===== config.mk =====
export PLATFORM = sky130hd
export DESIGN_NAME = keysense_port_pair_io
export DESIGN_NICKNAME = d
export VERILOG_FILES = /design/src/common/keysense_pkg.sv /design/src/core/gpio_pin_cell.sv /design/src/core/keysense_port_pair_io.sv
export SDC_FILE = /design/constraint.sdc
export NUM_CORES = 1
export LEC_CHECK = 0
export ABC_AREA = 0
export BUFFER_PORTS_ARGS = -buffer_cell sky130_fd_sc_hd__buf_4
export CORE_ASPECT_RATIO = 1.1
export CORE_MARGIN = 3
export CORE_UTILIZATION = 45
export DETAILED_ROUTE_END_ITERATION = 10
export GPL_ROUTABILITY_DRIVEN = 0
export GPL_TIMING_DRIVEN = 0
export PLACE_DENSITY = 0.71
export SLEW_MARGIN = 10
export SYNTH_ARGS = -nofsm -noshare
export SYNTH_HDL_FRONTEND = slang
export SYNTH_HIERARCHICAL = 1
export SYNTH_SLANG_ARGS = --single-unit
export TNS_END_PERCENT = 1

===== constraint.sdc =====
create_clock -name CORE_CLK -period 1.7 [get_ports CORE_CLK]
set_input_delay 0.085 -clock CORE_CLK [delete_from_list [all_inputs] [get_ports CORE_CLK]]
set_output_delay 0.085 -clock CORE_CLK [all_outputs]
set_load 0.02 [all_outputs]

===== src/common/keysense_pkg.sv =====
// Purpose: Shared constants for the key-sense port pair block
// Assumes: APB byte address is four times the register index
// Notes:   Registers are one byte wide in the low lane of a 32-bit word

package keysense_pkg;

	// ------------------------------------------------------------
	// Widths
	// ------------------------------------------------------------
	localparam int ADDR_W  = 18;
	localparam int DATA_W  = 32;
	localparam int BYTE_W  = 8;
	localparam int P7_PINS = 8;
	localparam int NB_PINS = 7;
	localparam int KS_PINS = 4;

	// ------------------------------------------------------------
	// Register indices and byte addresses
	// ------------------------------------------------------------
	localparam logic [15:0] IDX_P7_DIR    = 16'hFFBC;
	localparam logic [15:0] IDX_P7_LATCH  = 16'hFFBE;
	localparam logic [15:0] IDX_PULLUP    = 16'hFFF2;
	localparam logic [15:0] IDX_NB_DIR    = 16'hFFB9;
	localparam logic [15:0] IDX_NB_LATCH  = 16'hFFBB;
	localparam logic [15:0] IDX_REDIRECT  = 16'hFFF1;
	localparam logic [15:0] IDX_PERIPH    = 16'hFFF3;

	localparam logic [ADDR_W-1:0] ADDR_P7_DIR   = {IDX_P7_DIR, 2'b00};
	localparam logic [ADDR_W-1:0] ADDR_P7_LATCH = {IDX_P7_LATCH, 2'b00};
	localparam logic [ADDR_W-1:0] ADDR_PULLUP   = {IDX_PULLUP, 2'b00};
	localparam logic [ADDR_W-1:0] ADDR_NB_DIR   = {IDX_NB_DIR, 2'b00};
	localparam logic [ADDR_W-1:0] ADDR_NB_LATCH = {IDX_NB_LATCH, 2'b00};
	localparam logic [ADDR_W-1:0] ADDR_REDIRECT = {IDX_REDIRECT, 2'b00};
	localparam logic [ADDR_W-1:0] ADDR_PERIPH   = {IDX_PERIPH, 2'b00};

	// ------------------------------------------------------------
	// Reset and read values
	// ------------------------------------------------------------
	localparam logic [7:0] RST_P7_DIR   = 8'h00;
	localparam logic [7:0] RST_P7_LATCH = 8'h00;
	localparam logic [7:0] RST_PULLUP   = 8'h00;
	localparam logic [6:0] RST_NB_DIR   = 7'h00;
	localparam logic [6:0] RST_NB_LATCH = 7'h00;
	localparam logic [3:0] RST_REDIRECT = 4'hF;
	localparam logic [5:0] RST_PERIPH   = 6'h00;
	localparam logic [7:0] DIR_READ_ALL = 8'hFF;
	localparam logic [31:0] RD_ZERO     = 32'h0000_0000;

	// ------------------------------------------------------------
	// Field positions
	// ------------------------------------------------------------
	localparam int PU_P7_LSB    = 4;
	localparam int PU_NB_LSB    = 0;
	localparam int REDIRECT_LSB = 4;
	localparam int PC_SYNC_EN   = 0;
	localparam int PC_OEA       = 1;
	localparam int PC_OEB       = 2;
	localparam int PC_EXTERNAL_INTERRUPT0_PIN_EN   = 3;
	localparam int PC_CKS_LSB   = 4;
	localparam logic [1:0] CKS_EXTERNAL = 2'h3;

	// Neighbour pin roles
	localparam int NB_EXT_CLK = 0;
	localparam int NB_CMP_A   = 1;
	localparam int NB_CMP_B   = 2;
	localparam int NB_SYNC_IN = 3;
	localparam int NB_EXTERNAL_INTERRUPT0_PIN    = 4;

endpackage


===== src/core/gpio_pin_cell.sv =====
// Purpose: One port pin: direction, drive, readback and pull-up gating
// Assumes: Pin level is synchronous to the core clock
// Notes:   Purely combinational; the top registers every pin output

module gpio_pin_cell (
	// Software state
	input  wire logic dir,
	input  wire logic latch,
	input  wire logic pull_en,
	// Peripheral claim
	input  wire logic claim,
	input  wire logic claim_val,
	// Pin side
	input  wire logic pin_in,
	output logic      drive_oe,
	output logic      drive_val,
	output logic      read_val,
	output logic      pull_on
);

	// ------------------------------------------------------------
	// Drive
	// ------------------------------------------------------------
	assign drive_oe  = claim | dir;
	assign drive_val = claim ? claim_val : latch;

	// ------------------------------------------------------------
	// Readback
	// ------------------------------------------------------------
	// Latch wins for outputs so a loaded pin cannot corrupt a read-modify-write
	assign read_val = dir ? latch : pin_in;

	// ------------------------------------------------------------
	// Pull-up
	// ------------------------------------------------------------
	assign pull_on = ~dir & pull_en;

endmodule


===== src/core/keysense_port_pair_io.sv =====
// Purpose: Port 7 GPIO plus lower pin functions of the neighbour port
// Assumes: APB slave, zero wait states, pins synchronous to CORE_CLK
// Notes:   Hardware standby clears state; software standby retains it
//
// Our own choice: the APB interface to the registers.

module keysense_port_pair_io (
	// Clock and reset
	input  wire logic        CORE_CLK,
	input  wire logic        ARST_N,
	// Standby control
	input  wire logic        HW_STANDBY,
	input  wire logic        SW_STANDBY,
	// APB slave
	input  wire logic        PSEL,
	input  wire logic        PENABLE,
	input  wire logic        PWRITE,
	input  wire logic [17:0] PADDR,
	input  wire logic [31:0] PWDATA,
	output logic      [31:0] PRDATA,
	output logic             PREADY,
	output logic             PSLVERR,
	// Port 7 pins
	input  wire logic [7:0]  P7_IN,
	output logic      [7:0]  P7_OUT,
	output logic      [7:0]  P7_OE,
	output logic      [3:0]  P7_PULLUP,
	// Neighbour port pins
	input  wire logic [6:0]  NB_IN,
	output logic      [6:0]  NB_OUT,
	output logic      [6:0]  NB_OE,
	output logic      [3:0]  NB_PULLUP,
	// Peripheral outputs claiming pins
	input  wire logic        TIMER_COMPARE_OUT_A,
	input  wire logic        TIMER_COMPARE_OUT_B,
	input  wire logic        SYNC_OUTPUT,
	// Peripheral inputs fed from pins
	output logic      [3:0]  KEYSENSE_INPUT,
	output logic             TIMER_CAPTURE_INPUT,
	output logic             SYNC_INPUT,
	output logic             TIMER_EXTERNAL_CLOCK_IN,
	output logic             EXTERNAL_INTERRUPT0_PIN_N
);

	// ------------------------------------------------------------
	// Declarations
	// ------------------------------------------------------------
	logic [7:0]  port7_direction_r;
	logic [7:0]  port7_output_latch_r;
	logic [7:0]  keysense_pullup_control_r;
	logic [6:0]  neighbour_port_direction_r;
	logic [6:0]  neighbour_latch_r;
	logic [3:0]  keysense_redirect_select_r;
	logic [5:0]  periph_ctrl_r;

	logic [31:0] prdata_r;
	logic [31:0] prdata_nxt;
	logic        pready_r;
	logic        pslverr_r;
	logic        mapped;
	logic        setup_phase;
	logic        wr_take;
	logic [7:0]  wbyte;

	logic [7:0]  p7_oe_c;
	logic [7:0]  p7_val_c;
	logic [7:0]  p7_rd_c;
	logic [7:0]  p7_pu_c;
	logic [6:0]  nb_oe_c;
	logic [6:0]  nb_val_c;
	logic [6:0]  nb_rd_c;
	logic [6:0]  nb_pu_c;
	logic [6:0]  nb_claim;
	logic [6:0]  nb_claim_val;
	logic [6:0]  nb_read_src;
	logic [7:0]  nb_read_word;

	logic [7:0]  p7_out_r;
	logic [7:0]  p7_oe_r;
	logic [3:0]  p7_pullup_r;
	logic [6:0]  nb_out_r;
	logic [6:0]  nb_oe_r;
	logic [3:0]  nb_pullup_r;
	logic [3:0]  keysense_r;
	logic        capture_r;
	logic        sync_in_r;
	logic        ext_clk_r;
	logic        external_interrupt0_pin_n_r;

	logic        sync_en;
	logic        compare_a_output_enable;
	logic        compare_b_output_enable;
	logic        external_interrupt0_pin_en;
	logic [1:0]  clk_sel;

	// ------------------------------------------------------------
	// Address decode
	// ------------------------------------------------------------
	function automatic logic hit(input logic [17:0] addr, input logic [17:0] target);
		hit = (addr == target);
	endfunction

	assign setup_phase = PSEL & ~PENABLE;
	assign wr_take     = PSEL & PENABLE & pready_r & PWRITE & ~HW_STANDBY;
	assign wbyte       = PWDATA[7:0];

	assign mapped = hit(PADDR, keysense_pkg::ADDR_P7_DIR)
		| hit(PADDR, keysense_pkg::ADDR_P7_LATCH)
		| hit(PADDR, keysense_pkg::ADDR_PULLUP)
		| hit(PADDR, keysense_pkg::ADDR_NB_DIR)
		| hit(PADDR, keysense_pkg::ADDR_NB_LATCH)
		| hit(PADDR, keysense_pkg::ADDR_REDIRECT)
		| hit(PADDR, keysense_pkg::ADDR_PERIPH);

	// ------------------------------------------------------------
	// Peripheral control fields
	// ------------------------------------------------------------
	// Software standby resets the peripherals, so their claims drop out
	assign sync_en = periph_ctrl_r[keysense_pkg::PC_SYNC_EN] & ~SW_STANDBY;
	assign compare_a_output_enable     = periph_ctrl_r[keysense_pkg::PC_OEA] & ~SW_STANDBY;
	assign compare_b_output_enable     = periph_ctrl_r[keysense_pkg::PC_OEB] & ~SW_STANDBY;
	assign external_interrupt0_pin_en = periph_ctrl_r[keysense_pkg::PC_EXTERNAL_INTERRUPT0_PIN_EN];
	assign clk_sel = periph_ctrl_r[keysense_pkg::PC_CKS_LSB +: 2];

	// ------------------------------------------------------------
	// Port 7 registers
	// ------------------------------------------------------------
	always_ff @(posedge CORE_CLK or negedge ARST_N) begin
		if (!ARST_N) begin
			port7_direction_r <= keysense_pkg::RST_P7_DIR;
		end else if (HW_STANDBY) begin
			port7_direction_r <= keysense_pkg::RST_P7_DIR;
		end else if (wr_take && hit(PADDR, keysense_pkg::ADDR_P7_DIR)) begin
			port7_direction_r <= wbyte;
		end
	end

	always_ff @(posedge CORE_CLK or negedge ARST_N) begin
		if (!ARST_N) begin
			port7_output_latch_r <= keysense_pkg::RST_P7_LATCH;
		end else if (HW_STANDBY) begin
			port7_output_latch_r <= keysense_pkg::RST_P7_LATCH;
		end else if (wr_take && hit(PADDR, keysense_pkg::ADDR_P7_LATCH)) begin
			port7_output_latch_r <= wbyte;
		end
	end

	always_ff @(posedge CORE_CLK or negedge ARST_N) begin
		if (!ARST_N) begin
			keysense_pullup_control_r <= keysense_pkg::RST_PULLUP;
		end else if (HW_STANDBY) begin
			keysense_pullup_control_r <= keysense_pkg::RST_PULLUP;
		end else if (wr_take && hit(PADDR, keysense_pkg::ADDR_PULLUP)) begin
			keysense_pullup_control_r <= wbyte;
		end
	end

	// ------------------------------------------------------------
	// Neighbour port registers
	// ------------------------------------------------------------
	always_ff @(posedge CORE_CLK or negedge ARST_N) begin
		if (!ARST_N) begin
			neighbour_port_direction_r <= keysense_pkg::RST_NB_DIR;
			neighbour_latch_r          <= keysense_pkg::RST_NB_LATCH;
		end else if (HW_STANDBY) begin
			neighbour_port_direction_r <= keysense_pkg::RST_NB_DIR;
			neighbour_latch_r          <= keysense_pkg::RST_NB_LATCH;
		end else if (wr_take) begin
			if (hit(PADDR, keysense_pkg::ADDR_NB_DIR)) begin
				neighbour_port_direction_r <= wbyte[6:0];
			end
			if (hit(PADDR, keysense_pkg::ADDR_NB_LATCH)) begin
				neighbour_latch_r <= wbyte[6:0];
			end
		end
	end

	always_ff @(posedge CORE_CLK or negedge ARST_N) begin
		if (!ARST_N) begin
			keysense_redirect_select_r <= keysense_pkg::RST_REDIRECT;
			periph_ctrl_r              <= keysense_pkg::RST_PERIPH;
		end else if (HW_STANDBY) begin
			keysense_redirect_select_r <= keysense_pkg::RST_REDIRECT;
			periph_ctrl_r              <= keysense_pkg::RST_PERIPH;
		end else if (wr_take) begin
			if (hit(PADDR, keysense_pkg::ADDR_REDIRECT)) begin
				keysense_redirect_select_r <= wbyte[keysense_pkg::REDIRECT_LSB +: 4];
			end
			if (hit(PADDR, keysense_pkg::ADDR_PERIPH)) begin
				periph_ctrl_r <= wbyte[5:0];
			end
		end
	end

	// ------------------------------------------------------------
	// Pin function claims on the neighbour port
	// ------------------------------------------------------------
	always_comb begin
		nb_claim     = '0;
		nb_claim_val = '0;
		if (sync_en) begin
			nb_claim[keysense_pkg::NB_CMP_B]     = 1'b1;
			nb_claim_val[keysense_pkg::NB_CMP_B] = SYNC_OUTPUT;
		end else if (compare_b_output_enable) begin
			nb_claim[keysense_pkg::NB_CMP_B]     = 1'b1;
			nb_claim_val[keysense_pkg::NB_CMP_B] = TIMER_COMPARE_OUT_B;
		end
		if (compare_a_output_enable) begin
			nb_claim[keysense_pkg::NB_CMP_A]     = 1'b1;
			nb_claim_val[keysense_pkg::NB_CMP_A] = TIMER_COMPARE_OUT_A;
		end
	end

	// Readback source: bits 4..6 may be steered to port 7 pins 0..2
	always_comb begin
		nb_read_src = NB_IN;
		for (int i = 0; i < 3; i++) begin
			if (!keysense_redirect_select_r[i]) begin
				nb_read_src[i + 4] = P7_IN[i];
			end
		end
	end

	// ------------------------------------------------------------
	// Pin cells
	// ------------------------------------------------------------
	genvar g;
	generate
		for (g = 0; g < keysense_pkg::P7_PINS; g++) begin : g_p7
			logic pull_en_g;
			if (g < keysense_pkg::KS_PINS) begin : g_pu
				assign pull_en_g = keysense_pullup_control_r[keysense_pkg::PU_P7_LSB + g];
			end else begin : g_nopu
				assign pull_en_g = 1'b0;
			end
			gpio_pin_cell u_cell (
				.dir       (port7_direction_r[g]),
				.latch     (port7_output_latch_r[g]),
				.pull_en   (pull_en_g),
				.claim     (1'b0),
				.claim_val (1'b0),
				.pin_in    (P7_IN[g]),
				.drive_oe  (p7_oe_c[g]),
				.drive_val (p7_val_c[g]),
				.read_val  (p7_rd_c[g]),
				.pull_on   (p7_pu_c[g])
			);
		end
		for (g = 0; g < keysense_pkg::NB_PINS; g++) begin : g_nb
			logic pull_en_g;
			if (g < keysense_pkg::KS_PINS) begin : g_pu
				assign pull_en_g = keysense_pullup_control_r[keysense_pkg::PU_NB_LSB + g];
			end else begin : g_nopu
				assign pull_en_g = 1'b0;
			end
			gpio_pin_cell u_cell (
				.dir       (neighbour_port_direction_r[g]),
				.latch     (neighbour_latch_r[g]),
				.pull_en   (pull_en_g),
				.claim     (nb_claim[g]),
				.claim_val (nb_claim_val[g]),
				.pin_in    (nb_read_src[g]),
				.drive_oe  (nb_oe_c[g]),
				.drive_val (nb_val_c[g]),
				.read_val  (nb_rd_c[g]),
				.pull_on   (nb_pu_c[g])
			);
		end
	endgenerate

	// Top bit has no pin: one unless redirected to port 7 pin 3
	assign nb_read_word = {keysense_redirect_select_r[3] ? 1'b1 : P7_IN[3], nb_rd_c};

	// ------------------------------------------------------------
	// APB read mux and answer
	// ------------------------------------------------------------
	always_comb begin
		prdata_nxt = keysense_pkg::RD_ZERO;
		if (hit(PADDR, keysense_pkg::ADDR_P7_DIR)) begin
			prdata_nxt[7:0] = keysense_pkg::DIR_READ_ALL;
		end else if (hit(PADDR, keysense_pkg::ADDR_P7_LATCH)) begin
			prdata_nxt[7:0] = p7_rd_c;
		end else if (hit(PADDR, keysense_pkg::ADDR_PULLUP)) begin
			prdata_nxt[7:0] = keysense_pullup_control_r;
		end else if (hit(PADDR, keysense_pkg::ADDR_NB_DIR)) begin
			prdata_nxt[7:0] = keysense_pkg::DIR_READ_ALL;
		end else if (hit(PADDR, keysense_pkg::ADDR_NB_LATCH)) begin
			prdata_nxt[7:0] = nb_read_word;
		end else if (hit(PADDR, keysense_pkg::ADDR_REDIRECT)) begin
			prdata_nxt[7:4] = keysense_redirect_select_r;
		end else if (hit(PADDR, keysense_pkg::ADDR_PERIPH)) begin
			prdata_nxt[5:0] = periph_ctrl_r;
		end
	end

	// Answer in the first access cycle; data sampled at the setup edge
	always_ff @(posedge CORE_CLK or negedge ARST_N) begin
		if (!ARST_N) begin
			pready_r  <= 1'b0;
			pslverr_r <= 1'b0;
			prdata_r  <= keysense_pkg::RD_ZERO;
		end else begin
			pready_r  <= setup_phase;
			pslverr_r <= setup_phase & ~mapped;
			if (setup_phase && !PWRITE) begin
				prdata_r <= prdata_nxt;
			end
		end
	end

	// ------------------------------------------------------------
	// Pin and peripheral output registers
	// ------------------------------------------------------------
	always_ff @(posedge CORE_CLK or negedge ARST_N) begin
		if (!ARST_N) begin
			p7_out_r    <= '0;
			p7_oe_r     <= '0;
			p7_pullup_r <= '0;
			nb_out_r    <= '0;
			nb_oe_r     <= '0;
			nb_pullup_r <= '0;
		end else begin
			p7_out_r    <= p7_val_c;
			p7_oe_r     <= p7_oe_c;
			p7_pullup_r <= p7_pu_c[3:0];
			nb_out_r    <= nb_val_c;
			nb_oe_r     <= nb_oe_c;
			nb_pullup_r <= nb_pu_c[3:0];
		end
	end

	always_ff @(posedge CORE_CLK or negedge ARST_N) begin
		if (!ARST_N) begin
			keysense_r <= '0;
			capture_r  <= 1'b0;
			sync_in_r  <= 1'b0;
			ext_clk_r  <= 1'b0;
			external_interrupt0_pin_n_r   <= 1'b1;
		end else begin
			keysense_r <= NB_IN[3:0];
			capture_r  <= NB_IN[keysense_pkg::NB_SYNC_IN];
			sync_in_r  <= NB_IN[keysense_pkg::NB_SYNC_IN];
			// Held low when not selected so no stray edges reach the timer
			ext_clk_r  <= (clk_sel == keysense_pkg::CKS_EXTERNAL)
				& NB_IN[keysense_pkg::NB_EXT_CLK];
			// Disabled input reads inactive high
			external_interrupt0_pin_n_r   <= external_interrupt0_pin_en ? NB_IN[keysense_pkg::NB_EXTERNAL_INTERRUPT0_PIN] : 1'b1;
		end
	end

	// ------------------------------------------------------------
	// Port wiring
	// ------------------------------------------------------------
	assign PRDATA                    = prdata_r;
	assign PREADY                    = pready_r;
	assign PSLVERR                   = pslverr_r;
	assign P7_OUT                    = p7_out_r;
	assign P7_OE                     = p7_oe_r;
	assign P7_PULLUP                 = p7_pullup_r;
	assign NB_OUT                    = nb_out_r;
	assign NB_OE                     = nb_oe_r;
	assign NB_PULLUP                 = nb_pullup_r;
	assign KEYSENSE_INPUT            = keysense_r;
	assign TIMER_CAPTURE_INPUT       = capture_r;
	assign SYNC_INPUT                = sync_in_r;
	assign TIMER_EXTERNAL_CLOCK_IN   = ext_clk_r;
	assign EXTERNAL_INTERRUPT0_PIN_N = external_interrupt0_pin_n_r;

endmodule


Word-level counts from Yosys, hierarchy flattened
Index checks and enable logic that the tools add are counted.
{"block": "classes", "n_eq_ne": 8, "n_mux": 55, "bitwise_logic": 38, "n_reduce_logical": 17}
{"cell": "$eq 18x18->1 const B", "count": 7}
{"cell": "$mux 8", "count": 11}
{"cell": "$mux 7", "count": 6}
{"cell": "$mux 1", "count": 28}
{"cell": "$mux 6", "count": 4}
{"cell": "$and 1x1->1", "count": 18}
{"cell": "$mux 4", "count": 4}
{"cell": "$reduce_bool 2->1", "count": 8}
{"cell": "$not 1->1", "count": 12}
{"cell": "$or 1x1->1", "count": 8}
{"cell": "$reduce_and 2->1", "count": 4}
{"cell": "$logic_and 1x1->1", "count": 4}
{"cell": "$mux 2", "count": 2}
{"cell": "$eq 2x2->1 const B", "count": 1}
{"cell": "$logic_not 1->1", "count": 1}
{"block": "totals", "regBits": 103, "in_bits": 75, "out_inout_bits": 80, "wordCells": 138}

Longest topological paths before layout
Gate-level depths: netlist of run 1.
{"block": "depth", "depth_word": 9, "mapped_depth": 8, "depth_no_buf": 6}

Cells and area by module
Netlist of run 1, hierarchy kept.
{"mod": "keysense_port_pair_io", "n_inst": 1, "cells_each": 375, "area_per_inst_um2": 4401.7, "seq_area_each_um2": 2558.7}
{"mod": "gpio_pin_cell", "n_inst": 15, "cells_each": 4, "area_per_inst_um2": 45.0, "seq_area_each_um2": 0.0}

Least setup slack after synthesis of run 1
Ideal clock, no wire load.
{"block": "synth_path", "kind": "register -> register", "startpoint": "register pready_r (netlist: PREADY)", "endpoint": "register neighbour_port_direction_r[0]", "setup_ns": 0.132, "arrival_ns": 1.564, "t_required_ns": 1.568, "path_slack_ns": 0.005, "stages_incl_launch_ff": 5, "path_buffers": 0, "synth_period_minus_slack_ns": 1.695, "cell_sequence": "dfrtp_1 nand4_4 nor4_4 mux2i_1 nor2_1"}
{"block": "synth_between", "elab_chain_cells": 5}
{"element": "start: declaration", "line": "keysense_port_pair_io.sv:58", "text": "logic pready_r;"}
{"element": "start signal: assignment", "line": "keysense_port_pair_io.sv:303", "text": "pready_r <= setup_phase;"}
{"element": "$and 1x1->1 (3 in a row)", "line": "keysense_port_pair_io.sv:104", "text": "assign wr_take = PSEL & PENABLE & pready_r & PWRITE & ~HW_STANDBY;"}
{"element": "$reduce_bool 2->1 (no line)"}
{"element": "$reduce_and 2->1 (no line)"}
{"element": "end signal: assignment", "line": "keysense_port_pair_io.sv:163", "text": "neighbour_port_direction_r <= keysense_pkg::RST_NB_DIR;"}
{"element": "end signal: assignment", "line": "keysense_port_pair_io.sv:166", "text": "neighbour_port_direction_r <= keysense_pkg::RST_NB_DIR;"}
{"element": "end signal: assignment", "line": "keysense_port_pair_io.sv:170", "text": "neighbour_port_direction_r <= wbyte[6:0];"}
{"element": "end: declaration", "line": "keysense_port_pair_io.sv:51", "text": "logic [6:0] neighbour_port_direction_r;"}
Every way passes these cells.
A chain may end at the register's enable or synchronous reset.

Final worst setup path of run 1
{"block": "layout_path", "startpoint": "register pready_r (netlist: PREADY)", "endpoint": "register port7_direction_r[1]"}
{"block": "layout_between", "elab_chain_cells": 5}
{"element": "$and 1x1->1 (3 in a row)", "line": "keysense_port_pair_io.sv:104"}
{"element": "$logic_and 1x1->1", "line": "keysense_port_pair_io.sv:133", "text": "end else if (wr_take && hit(PADDR, keysense_pkg::ADDR_P7_DIR)) begin"}
{"element": "$reduce_bool 2->1 (no line)"}
{"element": "end signal: assignment", "line": "keysense_port_pair_io.sv:130", "text": "port7_direction_r <= keysense_pkg::RST_P7_DIR;"}
{"element": "end signal: assignment", "line": "keysense_port_pair_io.sv:132", "text": "port7_direction_r <= keysense_pkg::RST_P7_DIR;"}
{"element": "end signal: assignment", "line": "keysense_port_pair_io.sv:134", "text": "port7_direction_r <= wbyte;"}
{"element": "end: declaration", "line": "keysense_port_pair_io.sv:48", "text": "logic [7:0] port7_direction_r;"}
Every way passes these cells.

==> out/metrics.yaml, run 1 <==
status: "finished with violations"
violations: "negative setup slack"
cts_sinks: 102
layout_commonest_cell: "buf_4"
dieArea_sq_um: 12500
clock_latency_ns: 0.34
cp_data_arrival_time_ns: 2.10
endpoint: "port7_direction_r[1]"
grt_overflow: 0
syn2layout_area_growth_pct: 33.2
grt_max_degree: 103
tightestPinTransition_ns: 0.899
cts_tree: "built"
core-area_sq_um: 10600
dieWidth_um: 107
cap_violations: 0
holdCritPathClass: "in -> reg"
place_ws_ns: -0.455
powerDensity_nw_per_um2: 780
io_buffers: 104
antenna_left: 0
r2r-start: "PREADY"
finalSetupViolations: 16
clk_path_buf_depth: 2
track_usage: 0.209
dp_hpwl_um: 8960
timing.rr.end: "port7_direction_r[1]"
worst_setup_path_start_kind: "register"
tns_ns: -1.87
synth.avg_cell_area_sq_um: 11.7
drt_iter0_markers: 238
grt_pass1_vias: 3910
grt_pass1_wl_um: 20000
wl_per_cell_um: 16.6
wl_um: 12700
power_mw: 5.21
slew_headroom: 0.396
final_core_util: 0.628
clockRootBuffer: "clkbuf_16"
fmax_mhz: 529
fin_ws_ns: -0.189
nets: 693
cp.required_ns: 1.91
layout_common_cells: "132 x buf_4, 97 x dfrtp_1, 63 x conb_1"
num_vias: 3802
antenna_found_initial: 0
cts_buffers: 9
yosysWarnings: 6
total_leakage_power_nw: 3.21
min_period_over_period: 1.11
route.detailed.drc: 0
rsz0062_at_grt: "yes"
worst_setup_path_end_kind: "register"
synthesis.area_sq_um: 5020
cts.clk_slew.worst_paths_ns: 0.07
critPathMaxFanout: 8
min_period_ns: 1.89
drv_slew: 0
crit_type: "reg -> reg"
ir_drop_uv: 388
start_util: 0.472
htree_levels: 3
fp-row-count: 39
r2r_slack_ns: -0.19
finalHoldViolations: 0
firstDrtPassIters: 4
drive_gt1_frac: 0.347
viasPerCell: 4.96
die_h_um: 117
startpoint: "PREADY"
syn_inst: 428
diodes: 0
r2r_cells: 4
timing.hold.ws_ns: 0.0212
fin_skew_ns: 0.00450
boundaryPins: 155
[power by group]
part / internal, mW / switching [mW] / leakage (nW) / total, mW
Clock: 1.19 / 0.909 / 0.149 / 2.10
Combinational: 0.280 / 0.343 / 1.71 / 0.624
Sequential: 2.47 / 0.0157 / 1.35 / 2.48
Total: 3.94 / 1.27 / 3.21 / 5.21
[stage by stage]
stage          area [sq um]  cells
5_1_grt                6680    766
2_1_floorplan          5250    490
3_5_place_dp           6210    737
6_report               6680    766
4_1_cts                6610    762
3_3_place_gp           6210    737
[routing by layer]
layer | GRT usage | vias to the layer above | routed length [um]
met5 | 0 | - | 0
met4 | 0.0929 | 0 | 430
met3 | 0.0398 | 32 | 917
met2 | 0.352 | 155 | 6300
met1 | 0.265 | 1819 | 5070
li1 | - | 1796 | -
[how the worst min path moves through the flow]
stage	from	endpoint	slack, ns	depth (start not counted)
floorplan	ARST_N	KEYSENSE_INPUT[0]	-0.21	0
global placement	NB_IN[2]	KEYSENSE_INPUT[2]	0.21	1
detailed placement	NB_IN[2]	KEYSENSE_INPUT[2]	0.21	1
CTS	PWDATA[4]	keysense_redirect_select_r[0]	0.01	2
global route	PWDATA[6]	keysense_redirect_select_r[2]	0.02	2
finish	PWDATA[4]	keysense_redirect_select_r[0]	0.02	2
[repair_timing]
action                                  CTS  global route
resized for setup                         3             4
endpoints found under the setup margin   40            52
hold buffers                              7             1
pin swaps                                 2             7
endpoints found under the hold margin     7            45
buffers inserted                          2             2
[sequential cells by signal, summed over array words and instances, names as in the netlist, 8 cells and up]
register and cells:
P7_OE 8, keysense_pullup_control_r 8, P7_OUT 8, port7_output_latch_r 8
PRDATA 8, port7_direction_r 8
[critical path, stage by stage (launching register included)]
cell and delay [ns]:
dfrtp_1 0.38, nand4_4 0.27, nor4_4 0.77, mux2i_1 0.28, nor2_1 0.05
[area by class of cell]
cell class	count	area, sq um
Fill cell	905	3960
Sequential cell	102	2560
Multi-Input combinational cell	342	2420
Timing Repair Buffer	117	926
Buffer	42	277
Clock buffer	10	239
Tap cell	143	179
Clock inverter	6	68.8
Inverter	4	15.0
Power figures use the tool's default switching activity.
==> run 2: changes to the inputs <==
- PLACE_DENSITY: 0.71 -> 0.73
- SYNTH_HIERARCHICAL: 1 -> unset
==> run 2 against run 1 <==
Against the previous run:
- the flow still finishes with violations (negative setup slack)
- sequential share of layout area grew 4.8 points
- maximum frequency grew 7.5%
- largest power group unchanged
- global-route usage grew 1.1 points
==> out/metrics.yaml, run 2 <==
wl_per_cell_um: 17.6  # +6.2%
critPathMaxFanout: 7  # -1
dieWidth_um: 102  # -4.5%
ys_top_cells_by_count: "97 x dfrtp_1, 43 x mux2i_1, 40 x nor2_1"
antenna_left: 0  # unchanged
async_reset_ff_frac: 1.00
cp_data_arrival_time_ns: 1.99  # -0.11 ns
grt_overflow: 0  # unchanged
drv_slew: 0  # unchanged
antenna_found_initial: 0  # unchanged
finalSetupViolations: 14  # -2
yosysWarnings: 0  # -6
slew_headroom: 0.557  # +0.161
core-area_sq_um: 9580  # -9.9%
dp.cells: 658  # -11%
final_core_util: 0.620  # -0.00780
worst_setup_path_start_kind: "register"
timing.rr.end: "neighbour_latch_r[5]"
crit_type: "reg -> reg"
synth.avg_cell_area_sq_um: 11.0  # -6.3%
layout_commonest_cell: "buf_4"
min_period_over_period: 1.03  # -0.0780
dp_hpwl_um: 8780  # -2.0%
holdPathStages: 2  # unchanged
clk_path_buf_depth: 2  # unchanged
synth-edff-count: 0
grt_pass1_wl_um: 19400  # -2.8%
violations: "negative setup slack"
route.detailed.drc: 0  # unchanged
yosysTopAreaCell: "dfrtp_1"
drt_iter0_markers: 330  # +39%
synth.top_cells.by_area: "dfrtp_1 53%, mux2i_1 9.5%, buf_4 4.5%"
boundaryPins: 155  # unchanged
total_leakage_power_nw: 3.05  # -4.8%
ir_drop_uv: 400  # +3.0%
diodes: 0  # unchanged
cts_sinks: 102  # unchanged
io_buffers: 104  # unchanged
tightestPinTransition_ns: 0.659  # -0.240 ns
nets: 641  # -7.5%
firstDrtPassIters: 5  # +1
rsz0062_at_grt: "yes"
clockRootBuffer: "clkbuf_8"
syn2layout_area_growth_pct: 30.7
fp-row-count: 37  # -5.1%
syn_inst: 414  # -3.3%
synth_top_area_frac: 0.534
clock_latency_ns: 0.37  # +0.03 ns
startpoint: "PREADY"
ys.flop_type: "dfrtp_1"
worst_setup_path_end_kind: "register"
fin_skew_ns: 0.0153  # +0.0108 ns
final_cells: 688  # -10%
dieArea_sq_um: 11300  # -8.9%
yosysSeqAreaShare: 0.563
cap_violations: 0  # unchanged
fmax_mhz: 569  # +7.5%
status: "finished with violations"
cts.clk_slew.worst_paths_ns: 0.11  # +0.04 ns
cp.required_ns: 1.94  # +0.03 ns
yosysMostFrequentCell: "dfrtp_1"
powerDensity_nw_per_um2: 729  # -6.6%
holdCritPathClass: "in -> reg"
cts_buffers: 9  # unchanged
ys_seq_elements: 102
r2r_slack_ns: -0.06  # +0.13 ns
num_vias: 3710  # -2.4%
r2r_cells: 5  # +1
drive_gt1_frac: 0.310  # -0.0367
synthesis.area_sq_um: 4550  # -9.4%
die_h_um: 111  # -4.6%
yosysUniqueCellTypes: 47
fillers: 772  # -15%
grt_max_degree: 103  # unchanged
grt_pass1_vias: 3720  # -4.9%
track_usage: 0.220  # +0.0106
start_util: 0.474  # +0.00281
layout_common_cells: "135 x buf_4, 97 x dfrtp_1, 43 x mux2i_1"
fin_ws_ns: -0.0560  # +0.133 ns
min_period_ns: 1.76  # -0.133 ns
finalHoldViolations: 0  # unchanged
endpoint: "neighbour_latch_r[5]"
cts_tree: "built"
r2r-start: "PREADY"
wl_um: 12100  # -4.6%
htree_levels: 3  # unchanged
tns_ns: -0.377  # +1.49 ns
viasPerCell: 5.39  # +8.6%
==> run 2: how the worst min path moves through the flow <==
stage / from / endpoint / slack [ns]
after floorplan: ARST_N / KEYSENSE_INPUT[0] / -0.21
after global placement: NB_IN[3] / KEYSENSE_INPUT[3] / 0.21
after detailed placement: NB_IN[1] / KEYSENSE_INPUT[1] / 0.21
after CTS: PSEL / PREADY / 0.001
after global routing: PSEL / PREADY / 0.005
final: PSEL / PREADY / 0.008
==> run 2: what timing repair did <==
action                                  4_1_cts  5_1_grt
hold buffers                                 10        1
resized for setup                             6        7
setup buffers                                 2        1
endpoints found under the setup margin       47       43
pin swaps                                     2        0
hold endpoints to repair                     17       97
==> run 2: per-stage QoR <==
stage | power [mW] | hold WS (ns) | cell area (sq um) | worst slack [ns]
3_3_place_gp | 2.90 | 0.206 | 5560 | -0.362
6_report | 4.33 | 0.00764 | 5940 | -0.0560
4_1_cts | 4.33 | 0.000956 | 5870 | -0.0581
5_1_grt | 4.49 | 0.00543 | 5940 | -0.188
3_5_place_dp | 2.90 | 0.207 | 5560 | -0.429
2_1_floorplan | 2.68 | -0.211 | 4630 | -0.0329
==> run 2: layout make-up <==
class / count / area, sq um / area share
Tap cell: 117 / 146 / 0.0246
Sequential cell: 102 / 2560 / 0.431
Inverter: 6 / 22.5 / 0.00379
Timing Repair Buffer: 119 / 945 / 0.159
Multi-Input combinational cell: 285 / 1780 / 0.300
Clock buffer: 11 / 141 / 0.0238
Clock inverter: 5 / 42.5 / 0.00716
Buffer: 43 / 303 / 0.0510
==> run 2: kinds of logic (layout without fill, tap and decap cells) <==
logic type | count (synthesis) | in the layout | share of synthesized area
simple gates | 147 | 147 | 0.174
flops | 102 | 102 | 0.563
compound gates | 67 | 67 | 0.0875
buf+inv | 50 | 184 | 0.0702
mux | 47 | 47 | 0.105
other cells | 1 | 24 | 0.000825
==> run 2: worst max-delay path, cell delays in order, from the launching register on <==
cell and delay, ns:
dfrtp_1 0.36, and4_1 0.19, buf_6 0.13, nand4_1 0.52, mux2i_1 0.35, nor2_1 0.07
==> run 2: report_power, final <==
group / internal, mW / switching, mW
clock: 0.589 / 0.851
combinational: 0.193 / 0.260
sequential: 2.43 / 0.00331
==> run 2: per-layer routing <==
layer | track usage | up-vias | routed length [um]
met5 | 0 | - | 0
met4 | 0.0761 | 0 | 210
met3 | 0.0357 | 23 | 851
met2 | 0.363 | 170 | 6170
met1 | 0.294 | 1828 | 4890
li1 | - | 1689 | -
